**src/logic/sst_consts.svh**
```systemverilog
// register offsets, field positions and reset values of the slave transmitter
`ifndef SST_CONSTS_SVH
`define SST_CONSTS_SVH
`define SST_OFF_RXDATA   12'h000
`define SST_OFF_TXDATA   12'h004
`define SST_OFF_BAUDLO   12'h008
`define SST_OFF_CTRL     12'h00C
`define SST_OFF_STATUS   12'h010
`define SST_OFF_IRQEN    12'h014
`define SST_OFF_SLEEP    12'h018
`define SST_CTRL_SYNC    0
`define SST_CTRL_PORTEN  1
`define SST_CTRL_CLOCK_SOURCE_SELECT    2
`define SST_CTRL_CONTINUOUS_RX_ENABLE    3
`define SST_CTRL_SINGLE_RX_ENABLE    4
`define SST_CTRL_TX9     5
`define SST_CTRL_TX_ENABLE_BIT    6
`define SST_CTRL_TX_NINTH_BIT    7
`define SST_CTRL_ANALOG_PIN_SELECT   8
`define SST_IRQ_TXIE     0
`define SST_IRQ_PERIPHERAL_IRQ_ENABLE     1
`define SST_IRQ_GIE      2
`define SST_RESET_BYTE   8'h00
`define SST_CTRL_RESET   9'h000
`endif

```
**src/logic/sst_pkg.sv**
```systemverilog
// types of the slave transmitter
package sst_pkg;
	typedef enum logic [1:0] {
		SST_IDLE  = 2'b00,
		SST_SHIFT = 2'b01
	} sst_state_type;
endpackage : sst_pkg

```
**src/logic/sst_tx.sv**
```systemverilog
// synchronous slave transmitter with apb register file
// Functional notes
// - queued first word shifts at once in sleep
// - second word waits, empty flag stays clear
// - after first, load second, then set flag
// - flag with enables wakes device from sleep
// - slave shifting matches master apart from clock
// - sync, port enable set, clock source cleared
// - both receive enables clear for transmit
// - analog select on clock pin cleared
// - nine bit select gives nine bit characters
// - ninth bit field sent as msb
// - send only while transmit enable set
// - holding register write starts transmission
// - flag reaches irq only when all enabled
// - receive data read only, resets zero
// - receive data single register, replaced on each valid char
// - holding register double buffered, resets zero
// - low baud divisor read write, resets zero
// - divisor write resets baud counter
// - cleared clock source: take external clock
`timescale 1ns/1ps
`default_nettype none
`include "sst_consts.svh"
module sst_tx
	import sst_pkg::*;
(
	input  wire logic        pclk,
	input  wire logic        presetn,
	input  wire logic        psel,
	input  wire logic        penable,
	input  wire logic        pwrite,
	input  wire logic [11:0] paddr,
	input  wire logic [31:0] pwdata,
	output logic      [31:0] prdata,
	output logic             pready,
	output logic             pslverr,
	input  wire logic        shift_timing_pin,
	input  wire logic        rx_char_valid,
	input  wire logic [8:0]  rx_char,
	output logic             tx_data_out,
	output logic             tx_data_oe,
	output logic             wake_out,
	output logic             irq_out,
	output logic [7:0]       baud_count
);
	logic [7:0]    tx_holding_reg;
	logic          hold_ninth;
	logic          hold_full;
	logic [8:0]    tx_shift_reg;
	logic [3:0]    bits_left;
	sst_state_type state;
	logic [7:0]    rx_data_reg;
	logic          rx_ninth_bit;
	logic [7:0]    baud_divisor_low;
	logic [8:0]    ctrl;
	logic [2:0]    irq_ctrl;
	logic          sleep_mode;
	logic          clk_prev;
	logic          tx_buffer_empty_flag;

	wire acc      = psel & penable;
	wire wr       = acc & pwrite;
	wire hit_rx   = (paddr == `SST_OFF_RXDATA);
	wire hit_tx   = (paddr == `SST_OFF_TXDATA);
	wire hit_baud = (paddr == `SST_OFF_BAUDLO);
	wire hit_ctrl = (paddr == `SST_OFF_CTRL);
	wire hit_stat = (paddr == `SST_OFF_STATUS);
	wire hit_irq  = (paddr == `SST_OFF_IRQEN);
	wire hit_slp  = (paddr == `SST_OFF_SLEEP);
	wire mapped   = hit_rx | hit_tx | hit_baud | hit_ctrl | hit_stat |
		hit_irq | hit_slp;

	// slave transmit mode: sync on, port on, external clock, no receive
	wire slave_tx = ctrl[`SST_CTRL_SYNC] & ctrl[`SST_CTRL_PORTEN] &
		~ctrl[`SST_CTRL_CLOCK_SOURCE_SELECT] &
		~ctrl[`SST_CTRL_CONTINUOUS_RX_ENABLE] & ~ctrl[`SST_CTRL_SINGLE_RX_ENABLE] &
		~ctrl[`SST_CTRL_ANALOG_PIN_SELECT];
	wire tx_on    = slave_tx & ctrl[`SST_CTRL_TX_ENABLE_BIT];
	wire nine     = ctrl[`SST_CTRL_TX9];
	// data changes on the falling master edge, the master samples on rise
	wire fall     = clk_prev & ~shift_timing_pin;
	wire wr_tx    = wr & hit_tx;
	wire last_bit = (state == SST_SHIFT) && fall && (bits_left == 4'h1);
	wire load     = tx_on && hold_full &&
		((state == SST_IDLE) || last_bit);
	wire irq_gate = tx_buffer_empty_flag & irq_ctrl[`SST_IRQ_TXIE] &
		irq_ctrl[`SST_IRQ_PERIPHERAL_IRQ_ENABLE];

	assign pready      = 1'b1;
	assign pslverr     = acc & ~mapped;
	assign tx_data_out = tx_shift_reg[0];
	assign tx_data_oe  = tx_on & (state == SST_SHIFT);
	assign tx_buffer_empty_flag = ~hold_full;
	assign irq_out     = irq_gate & irq_ctrl[`SST_IRQ_GIE];
	assign wake_out    = sleep_mode & irq_gate;

	wire [31:0] rd_mux =
		hit_rx   ? {24'h000000, rx_data_reg} :
		hit_tx   ? {24'h000000, tx_holding_reg} :
		hit_baud ? {24'h000000, baud_divisor_low} :
		hit_ctrl ? {23'h000000, ctrl} :
		hit_stat ? {28'h0000000, rx_ninth_bit, (state == SST_SHIFT),
			hold_full, tx_buffer_empty_flag} :
		hit_irq  ? {29'h00000000, irq_ctrl} :
		hit_slp  ? {31'h00000000, sleep_mode} : 32'h00000000;

	always_ff @(posedge pclk or negedge presetn) begin
		if (!presetn)
			prdata <= 32'h00000000;
		else if (psel & ~penable & ~pwrite)
			prdata <= rd_mux;
	end

	always_ff @(posedge pclk or negedge presetn) begin
		if (!presetn) begin
			ctrl       <= `SST_CTRL_RESET;
			irq_ctrl   <= 3'h0;
			sleep_mode <= 1'b0;
		end else begin
			if (wr & hit_ctrl)
				ctrl <= pwdata[8:0];
			if (wr & hit_irq)
				irq_ctrl <= pwdata[2:0];
			if (wr & hit_slp)
				sleep_mode <= pwdata[0];
			else if (wake_out)
				sleep_mode <= 1'b0;
		end
	end

	// holding register accepts a write at any time; the write wins the
	// same-cycle load so nothing is lost
	always_ff @(posedge pclk or negedge presetn) begin
		if (!presetn) begin
			tx_holding_reg <= `SST_RESET_BYTE;
			hold_ninth     <= 1'b0;
			hold_full      <= 1'b0;
		end else if (wr_tx) begin
			tx_holding_reg <= pwdata[7:0];
			hold_ninth     <= ctrl[`SST_CTRL_TX_NINTH_BIT];
			hold_full      <= 1'b1;
		end else if (load) begin
			hold_full <= 1'b0;
		end
	end

	always_ff @(posedge pclk or negedge presetn) begin
		if (!presetn)
			clk_prev <= 1'b0;
		else
			clk_prev <= shift_timing_pin;
	end

	always_ff @(posedge pclk or negedge presetn) begin
		if (!presetn) begin
			tx_shift_reg <= 9'h000;
			bits_left    <= 4'h0;
			state        <= SST_IDLE;
		end else if (!tx_on) begin
			state     <= SST_IDLE;
			bits_left <= 4'h0;
		end else if (load) begin
			tx_shift_reg <= {hold_ninth, tx_holding_reg};
			bits_left    <= nine ? 4'h9 : 4'h8;
			state        <= SST_SHIFT;
		end else if (state == SST_SHIFT && fall) begin
			tx_shift_reg <= {1'b0, tx_shift_reg[8:1]};
			bits_left    <= bits_left - 4'h1;
			if (bits_left == 4'h1)
				state <= SST_IDLE;
		end
	end

	// receive buffer keeps the last character while the next arrives
	always_ff @(posedge pclk or negedge presetn) begin
		if (!presetn) begin
			rx_data_reg  <= `SST_RESET_BYTE;
			rx_ninth_bit <= 1'b0;
		end else if (rx_char_valid) begin
			rx_data_reg  <= rx_char[7:0];
			rx_ninth_bit <= rx_char[8];
		end
	end

	// counter only runs in master mode; kept for divisor behaviour
	always_ff @(posedge pclk or negedge presetn) begin
		if (!presetn) begin
			baud_divisor_low <= `SST_RESET_BYTE;
			baud_count       <= 8'h00;
		end else if (wr & hit_baud) begin
			baud_divisor_low <= pwdata[7:0];
			baud_count       <= 8'h00;
		end else if (ctrl[`SST_CTRL_CLOCK_SOURCE_SELECT]) begin
			if (baud_count >= baud_divisor_low)
				baud_count <= 8'h00;
			else
				baud_count <= baud_count + 8'h01;
		end
	end
endmodule : sst_tx
`default_nettype wire

```
**config.mk**
```make
export PLATFORM = sky130hd
export DESIGN_NAME = sst_tx
export DESIGN_NICKNAME = d
export VERILOG_FILES = /design/src/logic/sst_pkg.sv /design/src/logic/sst_tx.sv
export VERILOG_INCLUDE_DIRS = /design/src /design/src/logic
export SDC_FILE = /design/constraint.sdc
export NUM_CORES = 1
export LEC_CHECK = 0
export ABC_AREA = 1
export BUFFER_PORTS_ARGS = -buffer_cell sky130_fd_sc_hd__buf_2
export CAP_MARGIN = 30
export CORE_MARGIN = 1
export CORE_UTILIZATION = 45
export CTS_CLUSTER_SIZE = 24
export DETAILED_ROUTE_END_ITERATION = 8
export PLACE_DENSITY = 0.68
export SETUP_SLACK_MARGIN = 0.2
export SLEW_MARGIN = 0
export SYNTH_ARGS = -nofsm -noshare
export SYNTH_HDL_FRONTEND = slang
export SYNTH_SLANG_ARGS = --single-unit
export TNS_END_PERCENT = 20
```
**constraint.sdc**
```tcl
create_clock -name pclk -period 2.5 [get_ports pclk]
set_input_delay 0.5 -clock pclk [delete_from_list [all_inputs] [get_ports pclk]]
set_output_delay 0.5 -clock pclk [all_outputs]
set_load 0.005 [all_outputs]
```
==> qor.txt <==
RSZ-0062 raised after global routing = false
Slew Limit Fails = 0
Via-to-Cell Ratio = 4.949
fmax = 0.4660 GHz
total number of vias = 3,296
mapped cell area = 3969 um^2
multiplexer area fraction after synthesis = 0.5675%
Initial Util = 47.35%
Most common cell on crit path = buf_2
CP Launch Type = input pin
Setup TNS = 0 ns
R2R setup slack = 0.74 ns
arrival time worst endpoint = 1.65 ns
routed len/inst = 12.88 um
I/O pins = 106
number of clock sinks = 72
largest family of logic cells by synthesized area = simple AND/OR/NAND/NOR gates
CTS buffer count = 9
share of layout cells above drive strength 1 = 19.25%
post-CTS setup buffer count = 0
ANT cells = 0
Slew HR = 64.56%
Final period util = 85.84%
overall routing resource usage = 20.52%
sequential fraction of the synthesis area = 45.40%
drt initial violations = 226
WP data required = 2.00 ns
count of input and output buffers = 58
CP Max Fanout = 7
compound-gate portion of the synthesized area = 12.61%
CTS root buffer = clkbuf_8
status = finished clean
post-cts gate resize count = 0
post-synthesis adder-cell area fraction = 3.468%
Synth Area in XOR/XNOR = 1.765%
Seq cells post-synth = 72
maximum vdd drop = 329.2 uV
design area = 4558 um^2
cts hold-fix bufs = 0
Post-DP HPWL = 6595 um
Final nets = 628
maximum capacitance violations = 0
total grt overflow = 0
Setup Viol. Count Final = 0
fin util = 54.38%
critical path class = input pin to output pin
H-Tree Level Count = 3
PD cells = 561.7 nW/um^2
CP top delay family = simple AND/OR/NAND/NOR gates
Area Overhead vs Synth = 14.85%
Slew @ Worst Pin = 0.5275 ns
simple-gate share of the synthesized area = 23.74%
Crit path largest cell delay = 0.16 ns
total routed wirelength = 8575 um
Post-Place Cell Area = 4292 um^2
Clock transition at path regs = 0.07 ns
initial antenna violation count = 0
buffers and inverters on the worst path = 3
average size of a mapped cell = 8.067 um^2
Final Hold Vio Count = 0
GPL Wtd Cong = 0.8629
Die Span Y = 95.91 um
CORE AREA = 8382 um^2
num rows = 33
Layout Skew = 0.009034 ns
Ys Warns = 0
Post-Synthesis Cells = 492
CTS tree = yes
setup ws final = 0.3540 ns
remaining routing DRC violations = 0
Final min period = 2.146 ns
CTS max path bufs = 2
number of global-route vias before repair = 3,127
Post-DRT Antenna Nets = 0
Setup WS pre-CTS = 0.3582 ns
Yosys cell types = 37
largest net degree at the start of global routing = 73
Clock Latency Late Sink = 0.34 ns
crit-path cells = buf_2, nor2_2, nand3_2, inv_2, nand3_1, nand2_1, nor2_1, nor4b_1, buf_2
first-pass GRT wire length = 14,220 um
Pre-antenna DRT Iters = 4
Hold WC Path Type = input pin to asynchronous set/reset pin
DIE AREA = 9199 um^2
Pleak = 2.363 nW
Setup crit end kind = output pin
fillers = 799
die width = 95.91 um
slowest CP cell = nand3_2
-- kinds of logic after synthesis --
family | count (synthesis)
buf+inv | 99
simple gates | 209
flops | 72
fa+ha+maj | 11
xor+xnor | 8
other cells | 2
compound gates | 89
mux | 2
-- synthesized netlist by cell type, drive strengths merged --
library cell	count	area share (%)
nand3	27	3.9
nand4	4	0.63
ha	11	3.5
mux2	2	0.57
buf	29	5.6
a21oi	7	0.88
or2	2	0.32
conb	2	0.19
nand3b	1	0.19
o21ai	58	7.3
nand2	120	12
nor2	49	5.7
nor4b	1	0.22
a31oi	1	0.16
a21boi	1	0.19
dfrtp	72	45
xor2	6	1.3
o21a	1	0.19
inv	68	6.4
o22ai	7	1.1
o31ai	6	1.1
a22oi	1	0.19
o211ai	7	1.5
xnor2	2	0.44
clkbuf	2	0.19
nor3	5	0.91
-- path summary, 6_finish.rpt --
kind | start | endpoint | cells past startpoint
setup / recovery | paddr[7] | pslverr | 9
hold / removal | presetn | bits_left[1] | 2
setup reg to reg | baud_count[7] | baud_count[7] | 7
hold reg to reg | prdata[7] | prdata[7] | 2
max in group asynchronous | presetn | baud_divisor_low[0] | 2
min in group pclk | shift_timing_pin | clk_prev | 1
-- stage by stage --
step                power (W)  instances  hold WS (ns)
floorplan            0.001309        514        0.2044
global placement     0.001364        651        0.4627
detailed placement   0.001369        651        0.4647
CTS                  0.002582        666        0.1930
global route         0.002647        666        0.1939
finish               0.002560        666        0.1616
-- area by class of cell --
cell class | count | area, um^2 | share of cell area, %
inverters | 68 | 255.2 | 5.600
repair buffers | 63 | 340.3 | 7.466
flip-flops and latches | 72 | 1802 | 39.53
well taps | 105 | 131.4 | 2.882
clock buffers | 10 | 137.6 | 3.019
multi-input cells | 343 | 1763 | 38.68
clock inverters | 5 | 128.9 | 2.827
-- routing by layer --
layer	share of wire (%)	up-vias	routed length, um	track usage (%)
li1	-	1663	-	-
met1	46	1554	3943	26.10
met2	49	64	4200	34.82
met3	3.1	15	263	3.239
met4	1.9	0	167	8.458
met5	0	-	0	0
-- power breakdown --
part / total, W / leakage (nW) / switching, W / internal (W)
Combinational: 0.000147 / 1.28 / 0.0000935 / 0.0000530
Sequential: 0.00120 / 0.951 / 0.00000857 / 0.00119
Clock: 0.00122 / 0.133 / 0.000430 / 0.000788
Total: 0.00256 / 2.36 / 0.000532 / 0.00203
-- layout by cell type (no fill, tap or decap), drive strengths merged --
master and instances:
clkinv 1, dfrtp 72, or2 2, nor2 49, buf 63, mux2 2, nand3b 1, bufinv 4
a31oi 1, o21ai 58, o211ai 7, xnor2 2, conb 24, inv 68, nor4b 1, nand4 4
nand2 120, clkbuf 10, o31ai 6, ha 11, o21a 1, xor2 6, nand3 27, a21boi 1
a21oi 7, o22ai 7, nor3 5, a22oi 1
No activity file was read; power rests on OpenSTA's default activity.
